<file path="src/hdl/pm_timer_consts.svh">
// Offsets, field positions, reset values and timing figures of the PM block
`ifndef PM_TIMER_CONSTS_SVH
`define PM_TIMER_CONSTS_SVH

// Byte offsets from the block base in system I/O space
`define PM_OFS_ENABLE_UPPER 4'h3
`define PM_OFS_CONTROL_LOW  4'h4
`define PM_OFS_CONTROL_2ND  4'h5
`define PM_OFS_CONTROL_3RD  4'h6
`define PM_OFS_CONTROL_4TH  4'h7
`define PM_OFS_COUNT_BYTE0  4'h8
`define PM_OFS_COUNT_BYTE1  4'h9
`define PM_OFS_COUNT_BYTE2  4'ha

// Field positions in the low control register
`define PM_CTL_ROUTE_BIT    0
`define PM_CTL_BMRLD_BIT    1
`define PM_CTL_GREL_BIT     2

// Reset values
`define PM_CONTROL_RESET    8'h00
`define PM_RSVD_READ        8'h00
`define PM_COUNT_RESET      24'h000000
`define PM_COUNT_MSB        23

// Timer rate in Hz and core rate in Hz; tick spacing is their ratio
`define PM_TICK_RATE_HZ     3579545
`define PM_CORE_RATE_HZ     100000000
`define PM_ACC_WIDTH        27

`endif

</file>
<file path="src/hdl/pm_timer_pkg.sv">
// Types shared by the PM timer and event control block
package pm_timer_pkg;

	// Layout of the low control register
	typedef struct packed {
		logic [4:0] reserved;
		logic       globalRelease;
		logic       busMasterReloadEnable;
		logic       eventRouteSelect;
	} pm_ctrl_t;

	// Register selected by a block-relative offset
	typedef enum logic [2:0] {
		SEL_NONE,
		SEL_RESERVED,
		SEL_CONTROL_LOW,
		SEL_COUNT_BYTE0,
		SEL_COUNT_BYTE1,
		SEL_COUNT_BYTE2
	} pm_reg_sel_t;

	// Condition of the count advance path
	typedef enum logic [1:0] {
		RUN_HELD,
		RUN_COUNTING
	} pm_run_state_t;

endpackage
</file>
<file path="src/hdl/pm_event_if.sv">
// Event sources passed from the register core to the interrupt router
`timescale 1ns/100ps
interface pm_event_if;
	logic timerEvent;
	logic eventRouteSelect;
	logic mgmtIrqEnable;
	logic busMasterReload;
	logic globalRelease;
	logic firmwareEventEnable;
	logic sciReq;
	logic smiReq;

	modport core (
		output timerEvent,
		output eventRouteSelect,
		output mgmtIrqEnable,
		output busMasterReload,
		output globalRelease,
		output firmwareEventEnable,
		input  sciReq,
		input  smiReq
	);

	modport router (
		input  timerEvent,
		input  eventRouteSelect,
		input  mgmtIrqEnable,
		input  busMasterReload,
		input  globalRelease,
		input  firmwareEventEnable,
		output sciReq,
		output smiReq
	);
endinterface

</file>
<file path="src/hdl/pm_event_router.sv">
// Routes power events onto the SCI and SMI request outputs
`timescale 1ns/100ps
module pm_event_router (
	input  wire logic core_clk,
	input  wire logic rst_n,
	pm_event_if.router ev
);
	logic sciNxt;
	logic smiNxt;

	// Combine sources; timer event follows the route select
	always_comb begin
		sciNxt = 1'b0;
		smiNxt = 1'b0;
		if (ev.timerEvent && ev.eventRouteSelect)
			sciNxt = 1'b1;
		if (ev.timerEvent && !ev.eventRouteSelect && ev.mgmtIrqEnable)
			smiNxt = 1'b1;
		if (ev.busMasterReload)
			sciNxt = 1'b1;
		if (ev.globalRelease && ev.firmwareEventEnable)
			smiNxt = 1'b1;
	end

	// Registered so the request pins never glitch
	always_ff @(posedge core_clk) begin
		if (!rst_n) begin
			ev.sciReq <= 1'b0;
			ev.smiReq <= 1'b0;
		end else begin
			ev.sciReq <= sciNxt;
			ev.smiReq <= smiNxt;
		end
	end
endmodule

</file>
<file path="src/hdl/pm_tick_divider.sv">
// Fractional divider giving one-cycle timer tick enables from core_clk
`include "pm_timer_consts.svh"
`timescale 1ns/100ps
module pm_tick_divider (
	input  wire logic core_clk,
	input  wire logic rst_n,
	input  wire logic run,
	output logic      tick
);
	localparam logic [`PM_ACC_WIDTH-1:0] STEP =
		`PM_ACC_WIDTH'(`PM_TICK_RATE_HZ);
	localparam logic [`PM_ACC_WIDTH-1:0] MODULUS =
		`PM_ACC_WIDTH'(`PM_CORE_RATE_HZ);

	logic [`PM_ACC_WIDTH-1:0] phase_r;
	logic [`PM_ACC_WIDTH-1:0] phaseSum;

	// Average tick rate is exact; single ticks jitter by one core cycle
	assign phaseSum = phase_r + STEP;

	// Phase holds while stopped, so a restart resumes the fraction
	always_ff @(posedge core_clk) begin
		if (!rst_n) begin
			phase_r <= '0;
			tick    <= 1'b0;
		end else if (run) begin
			if (phaseSum >= MODULUS) begin
				phase_r <= phaseSum - MODULUS;
				tick    <= 1'b1;
			end else begin
				phase_r <= phaseSum;
				tick    <= 1'b0;
			end
		end else begin
			tick <= 1'b0;
		end
	end
endmodule

</file>
<file path="src/hdl/pm_timer_event_control.sv">
// PM timer, carry flag, control register and event routing top level
`include "pm_timer_consts.svh"
`timescale 1ns/100ps
module pm_timer_event_control (
	input  wire logic       core_clk,
	input  wire logic       rst_n,
	input  wire logic       ioSel,
	input  wire logic       ioRd,
	input  wire logic       ioWr,
	input  wire logic [3:0] ioAddr,
	input  wire logic [7:0] ioWrData,
	output logic      [7:0] ioRdData,
	output logic            ioRdValid,
	input  wire logic       inputClockRun,
	input  wire logic       workingState,
	input  wire logic       timerRunControl,
	input  wire logic       timerCarryIrqEnable,
	input  wire logic       timerCarryFlagClear,
	output logic            timerCarryFlag,
	input  wire logic       firmwareStatusClear,
	output logic            firmwareStatus,
	input  wire logic       firmwareEventEnable,
	input  wire logic       mgmtIrqEnable,
	input  wire logic       busMasterControl,
	output logic [23:0]     timerCountValue,
	output logic            sciReq,
	output logic            smiReq
);

	pm_timer_pkg::pm_ctrl_t      ctrl_r;
	pm_timer_pkg::pm_ctrl_t      ctrl_nxt;
	pm_timer_pkg::pm_run_state_t runState;
	pm_timer_pkg::pm_reg_sel_t   wrSel;
	pm_timer_pkg::pm_reg_sel_t   rdSel;
	logic [23:0]                 count_r;
	logic [23:0]                 countInc;
	logic                        tick;
	logic                        runEnable;
	logic                        wrStrobe;
	logic                        rdStrobe;
	logic                        carrySet;
	logic                        carryFlag_r;
	logic                        fwStatus_r;
	logic                        releaseSet;
	logic [7:0]                  rdMux;

	pm_event_if evBus ();

	// Map a block-relative offset to the register it selects
	function automatic pm_timer_pkg::pm_reg_sel_t decodeOffset(
		input logic [3:0] ofs
	);
		pm_timer_pkg::pm_reg_sel_t sel;
		sel = pm_timer_pkg::SEL_NONE;
		case (ofs)
			`PM_OFS_ENABLE_UPPER: sel = pm_timer_pkg::SEL_RESERVED;
			`PM_OFS_CONTROL_LOW:  sel = pm_timer_pkg::SEL_CONTROL_LOW;
			`PM_OFS_CONTROL_2ND:  sel = pm_timer_pkg::SEL_RESERVED;
			`PM_OFS_CONTROL_3RD:  sel = pm_timer_pkg::SEL_RESERVED;
			`PM_OFS_CONTROL_4TH:  sel = pm_timer_pkg::SEL_RESERVED;
			`PM_OFS_COUNT_BYTE0:  sel = pm_timer_pkg::SEL_COUNT_BYTE0;
			`PM_OFS_COUNT_BYTE1:  sel = pm_timer_pkg::SEL_COUNT_BYTE1;
			`PM_OFS_COUNT_BYTE2:  sel = pm_timer_pkg::SEL_COUNT_BYTE2;
			default:              sel = pm_timer_pkg::SEL_NONE;
		endcase
		return sel;
	endfunction

	// Pick one byte of the live count
	function automatic logic [7:0] countByte(
		input logic [23:0] value,
		input logic [1:0]  idx
	);
		logic [7:0] b;
		b = `PM_RSVD_READ;
		case (idx)
			2'h0:    b = value[7:0];
			2'h1:    b = value[15:8];
			2'h2:    b = value[23:16];
			default: b = `PM_RSVD_READ;
		endcase
		return b;
	endfunction

	// Access strobes and register selects
	assign wrStrobe = ioSel && ioWr;
	assign rdStrobe = ioSel && ioRd;
	assign wrSel    = decodeOffset(ioAddr);
	assign rdSel    = decodeOffset(ioAddr);

	// Timer advance path: stopped clock, timer off or sleep all hold it
	assign runState = (inputClockRun && timerRunControl && workingState)
		? pm_timer_pkg::RUN_COUNTING : pm_timer_pkg::RUN_HELD;
	always_comb begin
		case (runState)
			pm_timer_pkg::RUN_COUNTING: runEnable = 1'b1;
			pm_timer_pkg::RUN_HELD:     runEnable = 1'b0;
			default:                    runEnable = 1'b0;
		endcase
	end

	// Tick enables at the timer rate, derived from core_clk
	pm_tick_divider pm_tick_divider_inst (
		.core_clk (core_clk),
		.rst_n    (rst_n),
		.run      (runEnable),
		.tick     (tick)
	);

	assign countInc = count_r + 24'h000001;

	// Count only moves on a tick; held value survives a clock stop
	always_ff @(posedge core_clk) begin
		if (!rst_n)
			count_r <= `PM_COUNT_RESET;
		else if (tick)
			count_r <= countInc;
	end

	// Bit 23 toggles on the tick that moves it, in either direction
	assign carrySet = tick &&
		(countInc[`PM_COUNT_MSB] != count_r[`PM_COUNT_MSB]);

	// Hardware set beats a same-cycle software clear
	always_ff @(posedge core_clk) begin
		if (!rst_n)
			carryFlag_r <= 1'b0;
		else if (carrySet)
			carryFlag_r <= 1'b1;
		else if (timerCarryFlagClear)
			carryFlag_r <= 1'b0;
	end

	// A write of one to the global release bit is the release event
	assign releaseSet = wrStrobe &&
		(wrSel == pm_timer_pkg::SEL_CONTROL_LOW) &&
		ioWrData[`PM_CTL_GREL_BIT];

	// Control register next value; writes of zero to release do nothing
	always_comb begin
		ctrl_nxt = ctrl_r;
		if (wrStrobe && (wrSel == pm_timer_pkg::SEL_CONTROL_LOW)) begin
			ctrl_nxt.eventRouteSelect      = ioWrData[`PM_CTL_ROUTE_BIT];
			ctrl_nxt.busMasterReloadEnable = ioWrData[`PM_CTL_BMRLD_BIT];
		end
		if (firmwareStatusClear)
			ctrl_nxt.globalRelease = 1'b0;
		if (releaseSet)
			ctrl_nxt.globalRelease = 1'b1;
		ctrl_nxt.reserved = '0;
	end

	// Reserved registers have no storage, so writes to them vanish
	always_ff @(posedge core_clk) begin
		if (!rst_n)
			ctrl_r <= `PM_CONTROL_RESET;
		else
			ctrl_r <= ctrl_nxt;
	end

	// Firmware status follows a release; a new release beats the clear
	always_ff @(posedge core_clk) begin
		if (!rst_n)
			fwStatus_r <= 1'b0;
		else if (releaseSet)
			fwStatus_r <= 1'b1;
		else if (firmwareStatusClear)
			fwStatus_r <= 1'b0;
	end

	// Read data multiplexer; unmapped offsets read zero as well
	always_comb begin
		rdMux = `PM_RSVD_READ;
		case (rdSel)
			pm_timer_pkg::SEL_CONTROL_LOW: rdMux = ctrl_r;
			pm_timer_pkg::SEL_RESERVED:    rdMux = `PM_RSVD_READ;
			pm_timer_pkg::SEL_COUNT_BYTE0: rdMux = countByte(count_r, 2'h0);
			pm_timer_pkg::SEL_COUNT_BYTE1: rdMux = countByte(count_r, 2'h1);
			pm_timer_pkg::SEL_COUNT_BYTE2: rdMux = countByte(count_r, 2'h2);
			pm_timer_pkg::SEL_NONE:        rdMux = `PM_RSVD_READ;
			default:                       rdMux = `PM_RSVD_READ;
		endcase
	end

	// Each byte is sampled live at its own read, no upper-byte latch
	always_ff @(posedge core_clk) begin
		if (!rst_n) begin
			ioRdData  <= `PM_RSVD_READ;
			ioRdValid <= 1'b0;
		end else begin
			ioRdValid <= rdStrobe;
			if (rdStrobe)
				ioRdData <= rdMux;
		end
	end

	// Event sources handed to the router
	assign evBus.timerEvent =
		carryFlag_r && timerCarryIrqEnable;
	assign evBus.eventRouteSelect    = ctrl_r.eventRouteSelect;
	assign evBus.mgmtIrqEnable       = mgmtIrqEnable;
	assign evBus.busMasterReload     =
		ctrl_r.busMasterReloadEnable && busMasterControl;
	assign evBus.globalRelease       = ctrl_r.globalRelease;
	assign evBus.firmwareEventEnable = firmwareEventEnable;

	pm_event_router pm_event_router_inst (
		.core_clk (core_clk),
		.rst_n    (rst_n),
		.ev       (evBus)
	);

	// Visible state; all from flip-flops
	assign timerCarryFlag  = carryFlag_r;
	assign firmwareStatus  = fwStatus_r;
	assign timerCountValue = count_r;
	assign sciReq          = evBus.sciReq;
	assign smiReq          = evBus.smiReq;

endmodule

</file>
<file path="config.mk">
export PLATFORM = sky130hd
export DESIGN_NAME = pm_timer_event_control
export DESIGN_NICKNAME = d
export VERILOG_FILES = /design/src/hdl/pm_timer_pkg.sv /design/src/hdl/pm_event_if.sv /design/src/hdl/pm_event_router.sv /design/src/hdl/pm_tick_divider.sv /design/src/hdl/pm_timer_event_control.sv
export VERILOG_INCLUDE_DIRS = /design/src /design/src/hdl
export SDC_FILE = /design/constraint.sdc
export NUM_CORES = 1
export LEC_CHECK = 0
export BUFFER_PORTS_ARGS = -buffer_cell sky130_fd_sc_hd__clkbuf_2
export CAP_MARGIN = 5
export CORE_ASPECT_RATIO = 1.4
export CORE_MARGIN = 10
export CORE_UTILIZATION = 30
export DETAILED_ROUTE_END_ITERATION = 8
export PLACE_DENSITY = 0.46
export SLEW_MARGIN = 20
export SYNTH_ARGS = -nofsm -noshare
export SYNTH_HDL_FRONTEND = slang
export SYNTH_HIERARCHICAL = 1
export SYNTH_SLANG_ARGS = --single-unit
</file>
<file path="constraint.sdc">
create_clock -name core_clk -period 8.1 [get_ports core_clk]
set_input_delay 0.81 -clock core_clk [delete_from_list [all_inputs] [get_ports core_clk]]
set_output_delay 0.81 -clock core_clk [all_outputs]
set_load 0.02 [all_outputs]
</file>
## Yosys cells after proc, flatten, opt, wreduce, memory -nomap -nowiden

Memory sizes are Yosys's and may differ from the RTL's.
Index checks and enable logic that the tools add are counted.

| word-level totals | value |
|---|---|
| ROM bits | 96 |
| word-level logic and storage cells | 55 |
| memories | 2 |
| input bits | 26 |
| bits in registers | 72 |
| output and inout port bits | 37 |

| operators by class | value |
|---|---|
| add/subtract/negate cells | 3 |
| multiplexer cells | 13 |
| magnitude comparators | 1 |
| equality and inequality tests | 7 |
| reduce and logical (&&, ||, !) cells | 17 |

Memories:

| name | words | width | read ports | clocked after memory_dff | wr ports | RTL line | RTL |
|---|---|---|---|---|---|---|---|
| (no name shown) | 16 | 3 | 1 | 0 | 0 | pm_timer_event_control.sv:55 | `case (ofs)` |
| (no name shown) | 16 | 3 | 1 | 0 | 0 | pm_timer_event_control.sv:55 |  |

Operator list:

| operator | number |
|---|---|
| case mux 8 bit (4 select lines) | 1 |
| adder 27 x 22 -> 27 bit, second input constant | 1 |
| >= comparator 27 bit, second input constant | 1 |
| two-way mux 27 bit | 1 |
| subtractor 27 bit, second input constant | 1 |
| adder 24 x 1 -> 24 bit, second input constant | 1 |
| logical AND 1 bit | 13 |
| two-way mux 1 bit | 11 |
| == test 3 x 2 -> 1 bit, second input constant | 3 |
| == test 3 bit, second input constant | 2 |
| nonzero test 2 bit | 2 |
| AND reduction 2 bit | 1 |
| == test 1 bit, second input constant | 1 |
| zero test 1 bit | 1 |
| != test 1 bit | 1 |

## Logic depth before layout (Yosys ltp)

Gate-level depths: netlist of run 1.

| logic depth | value |
|---|---|
| depth after elaboration | 6 |
| gate-level depth with buffers | 12 |
| depth with buffers taken out | 12 |

## Hierarchy

The synthesis of run 1 kept the hierarchy.

By module, submodules not included:

| module | seq. area each (um2) | instances | area an instance (um2) | cells an instance |
|---|---|---|---|---|
| pm_tick_divider | 560.5 | 1 | 2618.8 | 357 |
| pm_timer_event_control | 740.7 | 1 | 1971.9 | 215 |
| pm_event_router | 40.0 | 1 | 68.8 | 7 |

## Least setup slack after synthesis of run 1

OpenSTA, ideal clock, no wires.

| timing | value |
|---|---|
| kind | flip-flop to flip-flop |
| from | register pm_tick_divider_inst.phase_r[1] |
| to | register pm_tick_divider_inst.phase_r[14] |
| stages on the path, launching flop included | 11 |
| setup time | 134 ps |
| arrival | 3103 ps |
| period minus slack after synthesis | 3237 ps |
| required time | 7966 ps |
| setup slack | 4863 ps |
| buffers on the path | 0 |
| cell sequence | dfxtp_1 > ha_1 > a211oi_2 > o21ai_1 > a311oi_1 > a21boi_1 > a311oi_4 > o211a_4 > o21ai_2 > a21oi_1 > or4_1 |

| on the way | value |
|---|---|
| longest elaborated chain between the ends | 3 |
| elaborated cells between the ends (all ways) | 4 |
| classes of those cells | add/sub: 2; order compare: 1; mux: 1 |

Ends and longest elaborated chain:

| what | RTL line | RTL |
|---|---|---|
| from (decl) | pm_tick_divider.sv:15 | `` logic [`PM_ACC_WIDTH-1:0] phase_r; `` |
| from (signal assigned) | pm_tick_divider.sv:28 | `phase_r <= phaseSum - MODULUS;` |
| from (signal assigned) | pm_tick_divider.sv:31 | `phase_r <= phaseSum;` |
| adder 27 x 22 -> 27 bit (*) | pm_tick_divider.sv:19 | `assign phaseSum = phase_r + STEP;` |
| subtractor 27 bit or >= comparator 27 bit (tied branches) | pm_tick_divider.sv:28, pm_tick_divider.sv:27 |  |
| two-way mux 27 bit (*) | pm_tick_divider.sv:27 | `if (phaseSum >= MODULUS) begin` |

Mark *: on every way between the ends. The rest lies on a longest branch, timed or not.
A chain may end at the register's enable or synchronous reset.

## Final worst setup path of run 1

| timing | value |
|---|---|
| from | register pm_tick_divider_inst.phase_r[0] |
| to | register pm_tick_divider_inst.phase_r[15] |

Same word-level chain as after synthesis.

==> qor.csv, run 1 <==
metric,value,unit
ir_worst_vdd,0.0674,mV
rsz0062_at_grt,no,
cts_htree_levels,3,
viasPerCell,5.49,
overflow,0,
ys_ff_latch,67,
place_ws,3960,ps
synth_nets,612,
min_path_type,reg2reg,
synthToLayoutAreaGrowth,16.1,%
clock.fmax,244,MHz
sequentialPowerShare,38.5,%
avgSynthCellArea,8.05,um^2
yosysWarnings,6,
cp_slowest_cell,a311oi_1,
synthCells,579,
layout.nets,654,
cts_setup_buffers,0,
swShare,27.4,%
clkPwrFrac,49.7,%
slowest_delay,630,ps
grt_usage,13.2,%
synth_top_area_share,28.8,%
route.vias.total,4487,
drc,0,
cp_top_family,compound AO/OA/AOI/OAI gates,
die_w,125,um
synthArstFlopShare,0,%
seq_area_frac_synth,28.8,%
cp-end-kind,flop,
maxSlewViolCount,0,
min_period_over_period,50.5,%
cts_sinks,67,
synth_cell_types,84,
required,8350,ps
die_area,21000,um^2
min_to,ioRdData[3],
drtAntennaViolNets,0,
dieHeight,167,um
antenna_found_initial,0,
synth_area_leader_cell,dfxtp_1,
status,"complete, no violations",
port_buffers,57,
antennaDiodeCount,0,
p_leak,2.08,nW
cap_violations,0,
r2r_setup_slack,4010,ps
p_switching,0.247,mW
crit_path_frequent_cell,a21oi_1,
io_pins,63,
hold_viol,0,
max_slew.worst_pin.slew,876,ps
tns,0,ps
num_rows,53,
regToRegEndpoint,pm_tick_divider_inst/phase_r[15],
hold_start,ioRdData[3],
clock_latency,340,ps
rr_worst_depth,10,
place_inst,801,
hpwlAfterDp,10.3,mm
yosys-top-cells-area,"dfxtp_1, nand2_1, xnor2_1",
powerDensity,167,nW/um^2
setup_viol_count_final,0,
syn_area,4660,um^2
grt_start_max_net_pins,71,
dr.pass1.iters,5,
drive_above_1_share,17.6,%
synth_ff_type,dfxtp_1,
crit_buf_inv,0,
cts.reportedPaths.clkPinSlew,60,ps
gp_congestion,0.814,
clk_path_buf_depth,2,
grt_pass1_vias,4433,
path_class,reg2reg,
setup_ws,4010,ps
drt_iter0_markers,271,
wl_per_cell,17.3,um
hold_depth,2,
start_util,30.8,%
cts_hold_buf,0,
crit_fanout,9,
cp.arrival,4350,ps
utilization,35.8,%
post-route-min-period,4090,ps
stdcell_count,818,
relSlewSlack,41.4,%
worst_setup_path_start_kind,flop,
cts_root_buffer,clkbuf_16,
ctsResizeCount,0,
power.internal,0.657,mW
coreArea,15100,um^2
pwr-share-comb,11.8,%
wl,14.2,mm
reg2reg_from,pm_tick_divider_inst/phase_r[0],
synth_edf_count,0,
grt_pass1_wl,23.0,mm
tritoncts,built,
fin_skew,12.6,ps
path_cells,"ha_1, a211oi_2, o21ai_1, a311oi_1, a21boi_1, a311oi_4, o211ai_2, a21oi_1, or3_1, a21oi_1",
cts_made_buffers,9,
holdWs,460,ps
## per-layer routing
layer | routed length [um] | vias up | global-route usage [%] | part of all wire, %
met4 | 387 | 0 | 6.83 | 2.7
met5 | 0 | - | 0 | 0
met2 | 6960 | 115 | 22.6 | 49
li1 | - | 2193 | - | -
met1 | 6190 | 2157 | 14.9 | 44
met3 | 613 | 22 | 3.03 | 4.3
## power by group through the flow
| stage | Clock (mW) | Combinational (mW) | Sequential, mW |
|---|---|---|---|
| 4_1_cts | 0.459 | 0.106 | 0.348 |
| 3_5_place_dp | 0 | 0.106 | 0.355 |
| 5_1_grt | 0.475 | 0.118 | 0.349 |
| 3_3_place_gp | 0 | 0.104 | 0.355 |
| 6_report | 0.449 | 0.107 | 0.348 |
| 2_1_floorplan | 0 | 0.0834 | 0.347 |
## registers in the layout (all words and copies together), names as in the netlist
register / count
ioRdValid: 1
pm_tick_divider_inst/phase_r: 27
pm_event_router_inst/ev.smiReq: 1
evBus.eventRouteSelect: 1
pm_event_router_inst/ev.sciReq: 1
firmwareStatus: 1
ctrl_r: 1
pm_tick_divider_inst/tick: 1
timerCarryFlag: 1
timerCountValue: 24
ioRdData: 8
## area by class of cell
class	instances	area [um^2]
clock inverter	6	95.1
inverter	16	60.1
multi-input combinational	466	3120
timing repair buffer	61	315
tap	192	240
fill	1603	9710
clock buffer	10	239
sequential	67	1340
## worst max-delay path by stage
stage | startpoint | endpoint | slack (ps) | cells past startpoint
floorplan | pm_tick_divider_inst/phase_r[1] | pm_tick_divider_inst/phase_r[14] | 4860 | 10
global placement | pm_tick_divider_inst/phase_r[8] | pm_tick_divider_inst/phase_r[14] | 4050 | 8
detailed placement | pm_tick_divider_inst/phase_r[8] | pm_tick_divider_inst/phase_r[14] | 3960 | 8
CTS | pm_tick_divider_inst/phase_r[8] | pm_tick_divider_inst/phase_r[14] | 3990 | 8
global route | pm_tick_divider_inst/phase_r[0] | pm_tick_divider_inst/phase_r[13] | 3800 | 10
finish | pm_tick_divider_inst/phase_r[0] | pm_tick_divider_inst/phase_r[15] | 4010 | 10
## cells in the mapped netlist, types with 7 or more instances
| master | number |
|---|---|
| nand3_1 | 18 |
| xor2_1 | 14 |
| nor2_1 | 34 |
| a31oi_1 | 7 |
| a21oi_1 | 35 |
| xnor2_1 | 24 |
| nor3_1 | 8 |
| clkbuf_1 | 21 |
| or3_1 | 7 |
| o21ai_0 | 29 |
| nand2b_1 | 15 |
| inv_1 | 16 |
| ha_1 | 7 |
| mux2i_1 | 20 |
| nor2b_1 | 11 |
| nand2_1 | 70 |
| dfxtp_1 | 67 |
| and2_1 | 26 |
| nand4_1 | 8 |
| and3_1 | 9 |
## worst min-delay path: stages, from the launching register on
cell and delay [ps]:
dfxtp_1 330, nand2_1 40, o21ai_0 60
## layout by cell type, fill, tap and decap left out, types with 3 or more instances in the layout
cell type	netlist	layout
buf_4	1	4
a211oi_1	4	4
and2_1	26	26
a21oi_1	35	35
clkbuf_16	0	9
nor2_1	34	34
a21o_1	5	5
nand2b_1	15	15
xnor2_1	24	24
mux2i_1	20	20
xor2_1	14	14
nor4bb_1	3	3
a21boi_0	5	5
nor2b_1	11	11
o21ai_1	3	3
inv_1	16	16
clkbuf_2	0	57
nor3_1	8	8
nand3_1	18	18
nor3b_1	3	3
a211o_1	5	5
or3_1	7	7
nand4_1	8	8
mux2_2	5	5
a31oi_1	7	7
a221oi_1	3	3
nand3b_1	3	3
o2111ai_1	4	4
o211ai_1	6	6
nand2_1	70	70
o21a_1	5	5
dfxtp_1	67	67
o22ai_1	3	3
ha_1	7	7
and3_1	9	9
nor4_1	6	6
o21ai_0	29	29
## per-stage QoR
step           power [mW]  cell area, um^2
2_1_floorplan       0.431             4660
5_1_grt             0.942             5410
6_report            0.904             5410
3_5_place_dp        0.461             5070
3_3_place_gp        0.459             5070
4_1_cts             0.913             5400
## cell families after synthesis
logic type      after synthesis  share of synthesized area [%]
simple gates                246                           29.4
fa+ha+maj                     7                           1.88
compound gates              150                           22.9
mux                          25                           5.50
flops                        67                           28.8
xor+xnor                     38                           7.14
buf+inv                      46                           4.32
No activity file was read; power rests on OpenSTA's default activity.
==> inputs of run 2 (changes only) <==
==> constraint.sdc (replaced) <==
create_clock -name core_clk -period 4 [get_ports core_clk]
set_input_delay 0.4 -clock core_clk [delete_from_list [all_inputs] [get_ports core_clk]]
set_output_delay 0.4 -clock core_clk [all_outputs]
set_load 0.02 [all_outputs]
==> run 2 against run 1 <==
Effect of this change:
- critical path depth is 2 higher
- sequential share of layout area is 0.33 points lower
- power increased by 94%
- clock skew down 4.2 ps
- combinational power up 120%
- sequential cell count unchanged
- cell count is 1.7% higher
- sequential power increased by 100%
- largest cell class unchanged
- largest power group unchanged
==> qor.csv, run 2 (synthesis gave the netlist of run 1 again) <==
metric,value,unit,change
status,"complete, no violations",,unchanged
cts_hold_buf,0,,unchanged
cp_top_family,compound AO/OA/AOI/OAI gates,,unchanged
finalPower,1.76,mW,was 0.904 mW
rsz0062_at_grt,no,,unchanged
cts_made_buffers,9,,unchanged
layout_commonest_cell,nand2_1,,unchanged
largest_register_ffs,27,,unchanged
cap_violations,0,,unchanged
synthToLayoutAreaGrowth,17.6,%,was 16.1%
place_area,5180,um^2,was 5070 um^2
place_inst,816,,was 801
cp_slowest_cell,a211oi_2,,was a311oi_1
drt_iter0_markers,308,,was 271
stdcell_count,832,,was 818
rr_worst_depth,12,,was 10
dr.pass1.iters,4,,was 5
drc,0,,unchanged
clk_path_buf_depth,2,,unchanged
hold_start,firmwareEventEnable,,was ioRdData[3]
wl,14.2,mm,about the same
maxSlewViolCount,0,,unchanged
cts_setup_buffers,0,,unchanged
r2r_setup_slack,360,ps,was 4010 ps
regToRegEndpoint,pm_tick_divider_inst/phase_r[22],,was pm_tick_divider_inst/phase_r[15]
reg2reg_from,pm_tick_divider_inst/phase_r[0],,unchanged
grt_pass1_vias,4446,,was 4433
min_path_type,in2reg,,was reg2reg
port_buffers,57,,unchanged
drtAntennaViolNets,0,,unchanged
clock.fmax,275,MHz,was 244 MHz
cts_sinks,67,,unchanged
grt_usage,13.4,%,was 13.2%
start_util,30.8,%,unchanged
cts.reportedPaths.clkPinSlew,60,ps,about the same
crit_fanout,7,,was 9
final_area,5480,um^2,was 5410 um^2
cts_root_buffer,clkbuf_16,,unchanged
grt_pass1_wl,22.9,mm,was 23.0 mm
drive_above_1_share,19.4,%,was 17.6%
cts_htree_levels,3,,unchanged
worst_setup_path_start_kind,flop,,unchanged
layout.nets,668,,was 654
wl_per_cell,17.1,um,was 17.3 um
die_area,21000,um^2,unchanged
p_leak,2.13,nW,was 2.08 nW
hold_depth,3,,was 2
tns,0,ps,unchanged
hold_viol,0,,unchanged
slowest_delay,560,ps,was 630 ps
cp-end-kind,flop,,unchanged
setup_viol_count_final,0,,unchanged
path_cells,"ha_1, a211oi_2, o211ai_1, buf_4, a221oi_1, o221a_2, o21a_1, o211ai_2, buf_4, a211oi_2, mux2i_1, mux2i_1",,"was ha_1, a211oi_2, o21ai_1, a311oi_1, a21boi_1, a311oi_4, o211ai_2, a21oi_1, or3_1, a21oi_1"
max_slew.worst_pin.slew,815,ps,was 876 ps
route.vias.total,4513,,was 4487
die_w,125,um,unchanged
ir_worst_vdd,0.191,mV,was 0.0674 mV
post-route-min-period,3640,ps,was 4090 ps
place_ws,349,ps,was 3960 ps
setup_ws,360,ps,was 4010 ps
antenna_found_initial,0,,unchanged
viasPerCell,5.42,,was 5.49
io_pins,63,,unchanged
crit_buf_inv,2,,was 0
layout_common_cells,"nand2_1, dfxtp_1, clkbuf_2",,unchanged
clock_latency,350,ps,was 340 ps
num_rows,53,,unchanged
fin_skew,8.39,ps,was 12.6 ps
ctsResizeCount,0,,unchanged
cp.arrival,3920,ps,was 4350 ps
min_to,pm_event_router_inst/ev.smiReq,,was ioRdData[3]
largest-register,pm_tick_divider_inst/phase_r,,unchanged
hpwlAfterDp,10.6,mm,was 10.3 mm
antennaDiodeCount,0,,unchanged
grt_start_max_net_pins,70,,was 71
powerDensity,321,nW/um^2,was 167 nW/um^2
relSlewSlack,44.9,%,was 41.4%
gp_congestion,0.894,,was 0.814
path_class,reg2reg,,unchanged
required,4280,ps,was 8350 ps
nFillCells,1596,,was 1603
min_period_over_period,91.0,%,was 50.5%
coreArea,15100,um^2,unchanged
overflow,0,,unchanged
tritoncts,built,,unchanged
dieHeight,167,um,unchanged
==> run 2: changes by cell type in the layout (fill, tap and decap cells not counted), sizes merged <==
cell,change
clkbuf,-1
clkinv,+1
bufinv,-1
clkinvlp,+2
inv,-1
buf,+14
==> run 2: area by class of cell <==
| type | count | area (um^2) | share of cell area, % |
|---|---|---|---|
| Multi-Input combinational cell | 466 | 3120 | 56.9 |
| Sequential cell | 67 | 1340 | 24.5 |
| Timing Repair Buffer | 75 | 420 | 7.67 |
| Tap cell | 192 | 240 | 4.38 |
| Clock buffer | 9 | 225 | 4.11 |
| Clock inverter | 7 | 76.3 | 1.39 |
| Inverter | 16 | 60.1 | 1.10 |
==> run 2: worst register-to-register path, cell delays in order (launching register included) <==
cell,delay [ps]
dfxtp_1,380
ha_1,310
a211oi_2,560
o211ai_1,260
buf_4,200
a221oi_1,250
o221a_2,270
o21a_1,270
o211ai_2,170
buf_4,200
a211oi_2,270
mux2i_1,250
mux2i_1,190
==> run 2: report_power, final <==
group / internal, mW / leakage (nW) / switching (mW)
Sequential: 0.680 / 0.542 / 0.0255
Combinational: 0.0934 / 1.44 / 0.141
Clock: 0.485 / 0.142 / 0.333
Total: 1.26 / 2.13 / 0.499
==> run 2: routing by layer <==
layer / global-route usage (%) / part of all wire, % / up-vias
li1: - / - / 2213
met1: 14.6 / 43 / 2147
met2: 23.5 / 50 / 124
met3: 3.03 / 4.5 / 29
met4: 6.83 / 2.7 / 0
met5: 0 / 0 / -
==> run 2: stage by stage <==
step | hold slack (ps) | util [%]
detailed placement | 453 | 34.3
CTS | 259 | 36.2
global placement | 439 | 34.3
floorplan | 460 | -
global route | 288 | 36.2
finish | 271 | 36.2
==> run 2: how the worst max path moves through the flow <==
stage	from	endpoint	slack [ps]	cells after the start
3_3_place_gp	pm_tick_divider_inst/phase_r[0]	pm_tick_divider_inst/phase_r[22]	390	13
6_report	pm_tick_divider_inst/phase_r[0]	pm_tick_divider_inst/phase_r[22]	360	12
3_5_place_dp	pm_tick_divider_inst/phase_r[0]	pm_tick_divider_inst/phase_r[22]	350	13
2_1_floorplan	pm_tick_divider_inst/phase_r[1]	pm_tick_divider_inst/phase_r[14]	760	10
4_1_cts	pm_tick_divider_inst/phase_r[0]	pm_tick_divider_inst/phase_r[22]	340	13
5_1_grt	pm_tick_divider_inst/phase_r[0]	pm_tick_divider_inst/phase_r[22]	110	13
==> inputs of run 3 (changes only) <==
--- a/config.mk
+++ b/config.mk
@@ -13,6 +13,7 @@
 export CORE_UTILIZATION = 30
 export DETAILED_ROUTE_END_ITERATION = 8
 export PLACE_DENSITY = 0.46
+export SETUP_SLACK_MARGIN = 0.5
 export SLEW_MARGIN = 20
 export SYNTH_ARGS = -nofsm -noshare
 export SYNTH_HDL_FRONTEND = slang
==> run 3 against run 2 <==
Effect of this change:
- wire length increased by 1.5%
- critical path type unchanged
- critical path depth increased by 1
- non-clock buffer count increased by 4
- cell count increased by 0.48%
- power increased by 0.91%
- clock skew decreased by 0.51 ps
- sequential power about the same
- largest power group unchanged
- sequential share of layout area decreased by 0.28 points
==> qor.csv, run 3 (synthesis gave the netlist of run 1 again) <==
metric,value,unit,change
relSlewSlack,44.7,%,was 44.9%
grt_pass1_wl,22.9,mm,unchanged
route.vias.total,4590,,was 4513
cts_sinks,67,,unchanged
grt_start_max_net_pins,70,,unchanged
cp-end-kind,flop,,unchanged
crit_path_frequent_cell,mux2i_1,,
ir_worst_vdd,0.191,mV,about the same
viasPerCell,5.49,,was 5.42
die_w,125,um,unchanged
crit_fanout,7,,unchanged
crit_path_start,pm_tick_divider_inst/phase_r[0],,unchanged
grt_usage,13.4,%,about the same
overflow,0,,unchanged
fin_skew,7.87,ps,was 8.39 ps
clock_latency,350,ps,about the same
final_area,5570,um^2,was 5480 um^2
wl,14.5,mm,was 14.2 mm
hold_viol,0,,unchanged
cts_htree_levels,3,,unchanged
r2r_setup_slack,640,ps,was 360 ps
cts_hold_buf,0,,unchanged
start_util,30.8,%,unchanged
regToRegEndpoint,pm_tick_divider_inst/phase_r[22],,unchanged
rr_worst_depth,13,,was 12
drive_above_1_share,21.4,%,was 19.4%
status,"complete, no violations",,unchanged
seqCellArea,1350,um^2,was 1340 um^2
cp_top_family,compound AO/OA/AOI/OAI gates,,unchanged
drtAntennaViolNets,0,,unchanged
dr.pass1.iters,5,,was 4
utilization,36.8,%,was 36.2%
holdWs,271,ps,about the same
nFillCells,1593,,was 1596
grt_pass1_vias,4446,,unchanged
drt_iter0_markers,357,,was 308
path_class,reg2reg,,unchanged
path_depth,13,,was 12
min_period_over_period,84.0,%,was 91.0%
layout_common_cells,"nand2_1, dfxtp_1, clkbuf_2",,unchanged
slowest_delay,460,ps,was 560 ps
hpwlAfterDp,10.6,mm,unchanged
antenna_found_initial,0,,unchanged
drc,0,,unchanged
finalPower,1.77,mW,was 1.76 mW
cts.reportedPaths.clkPinSlew,60,ps,about the same
port_buffers,57,,unchanged
place_area,5180,um^2,unchanged
required,4280,ps,about the same
layout_commonest_cell,nand2_1,,unchanged
wl_per_cell,17.3,um,was 17.1 um
io_pins,63,,unchanged
path_cells,"ha_4, a211oi_4, o21ai_1, xnor2_1, inv_1, ha_1, o2111ai_1, a311oi_4, o211ai_2, buf_4, a211oi_2, mux2i_1, mux2i_1",,"was ha_1, a211oi_2, o211ai_1, buf_4, a221oi_1, o221a_2, o21a_1, o211ai_2, buf_4, a211oi_2, mux2i_1, mux2i_1"
clock.fmax,298,MHz,was 275 MHz
coreArea,15100,um^2,unchanged
worst_setup_path_start_kind,flop,,unchanged
cts_root_buffer,clkbuf_16,,unchanged
rsz0062_at_grt,no,,unchanged
cp.arrival,3640,ps,was 3920 ps
synthToLayoutAreaGrowth,19.4,%,was 17.6%
largest-register,pm_tick_divider_inst/phase_r,,unchanged
powerDensity,319,nW/um^2,was 321 nW/um^2
reg2reg_from,pm_tick_divider_inst/phase_r[0],,unchanged
layout.nets,672,,was 668
gp_congestion,0.894,,unchanged
die_area,21000,um^2,unchanged
cp_slowest_cell,a311oi_4,,was a211oi_2
num_rows,53,,unchanged
dieHeight,167,um,unchanged
critPathCapture,pm_tick_divider_inst/phase_r[22],,unchanged
tns,0,ps,unchanged
largest_register_ffs,27,,unchanged
crit_buf_inv,2,,unchanged
p_leak,2.15,nW,was 2.13 nW
cap_violations,0,,unchanged
max_slew.worst_pin.slew,818,ps,was 815 ps
antennaDiodeCount,0,,unchanged
min_path_type,in2reg,,unchanged
clk_path_buf_depth,2,,unchanged
tritoncts,built,,unchanged
cts_made_buffers,9,,unchanged
maxSlewViolCount,0,,unchanged
setup_viol_count_final,0,,unchanged
post-route-min-period,3360,ps,was 3640 ps
multi_input_area,3170,um^2,was 3120 um^2
-- run 3: cell type report --
type                            instances  share of cell area (%)
Clock buffer                            9                    4.05
Clock inverter                          7                    1.37
Inverter                               16                    1.08
Multi-Input combinational cell        466                    56.9
Sequential cell                        67                    24.2
Tap cell                              192                    4.32
Timing Repair Buffer                   79                    8.09
-- run 3: worst min-delay path by stage --
stage | start | endpoint | depth (start not counted)
floorplan | pm_tick_divider_inst/phase_r[26] | pm_tick_divider_inst/phase_r[26] | 2
global placement | ioRdData[3] | ioRdData[3] | 2
detailed placement | ioRdData[3] | ioRdData[3] | 2
CTS | firmwareEventEnable | pm_event_router_inst/ev.smiReq | 3
global route | firmwareEventEnable | pm_event_router_inst/ev.smiReq | 3
finish | firmwareEventEnable | pm_event_router_inst/ev.smiReq | 3
-- run 3: metal layers --
| metal | GRT usage, % | vias up | part of all wire, % |
|---|---|---|---|
| met3 | 3.03 | 34 | 4.4 |
| met4 | 6.93 | 0 | 3.1 |
| met1 | 14.6 | 2193 | 42 |
| met5 | 0 | - | 0 |
| met2 | 23.5 | 141 | 50 |
| li1 | - | 2222 | - |
-- run 3: stage by stage --
| stage | instances | setup WS [ps] |
|---|---|---|
| 2_1_floorplan | 579 | 763 |
| 3_3_place_gp | 816 | 389 |
| 3_5_place_dp | 816 | 349 |
| 4_1_cts | 834 | 514 |
| 5_1_grt | 836 | 453 |
| 6_report | 836 | 639 |
-- run 3: worst min-delay path: cells and delay by family --
| kind | cells | cell delay, ps |
|---|---|---|
| buf+inv | 1 | 80 |
| simple gates | 2 | 120 |
-- run 3: what timing repair did --
| action | CTS | global route |
|---|---|---|
| buffers inserted | 2 | 2 |
| pin swaps | 2 | 2 |
| hold endpoints to repair | 0 | 0 |
| gates resized for setup | 1 | 12 |
| gates cloned | 0 | 0 |
| endpoints found under the setup margin | 7 | 12 |
-- run 3: report_power, final --
part	switching [mW]	internal (mW)
logic	0.144	0.104
clock network	0.333	0.485
registers	0.0270	0.680
total	0.504	1.27
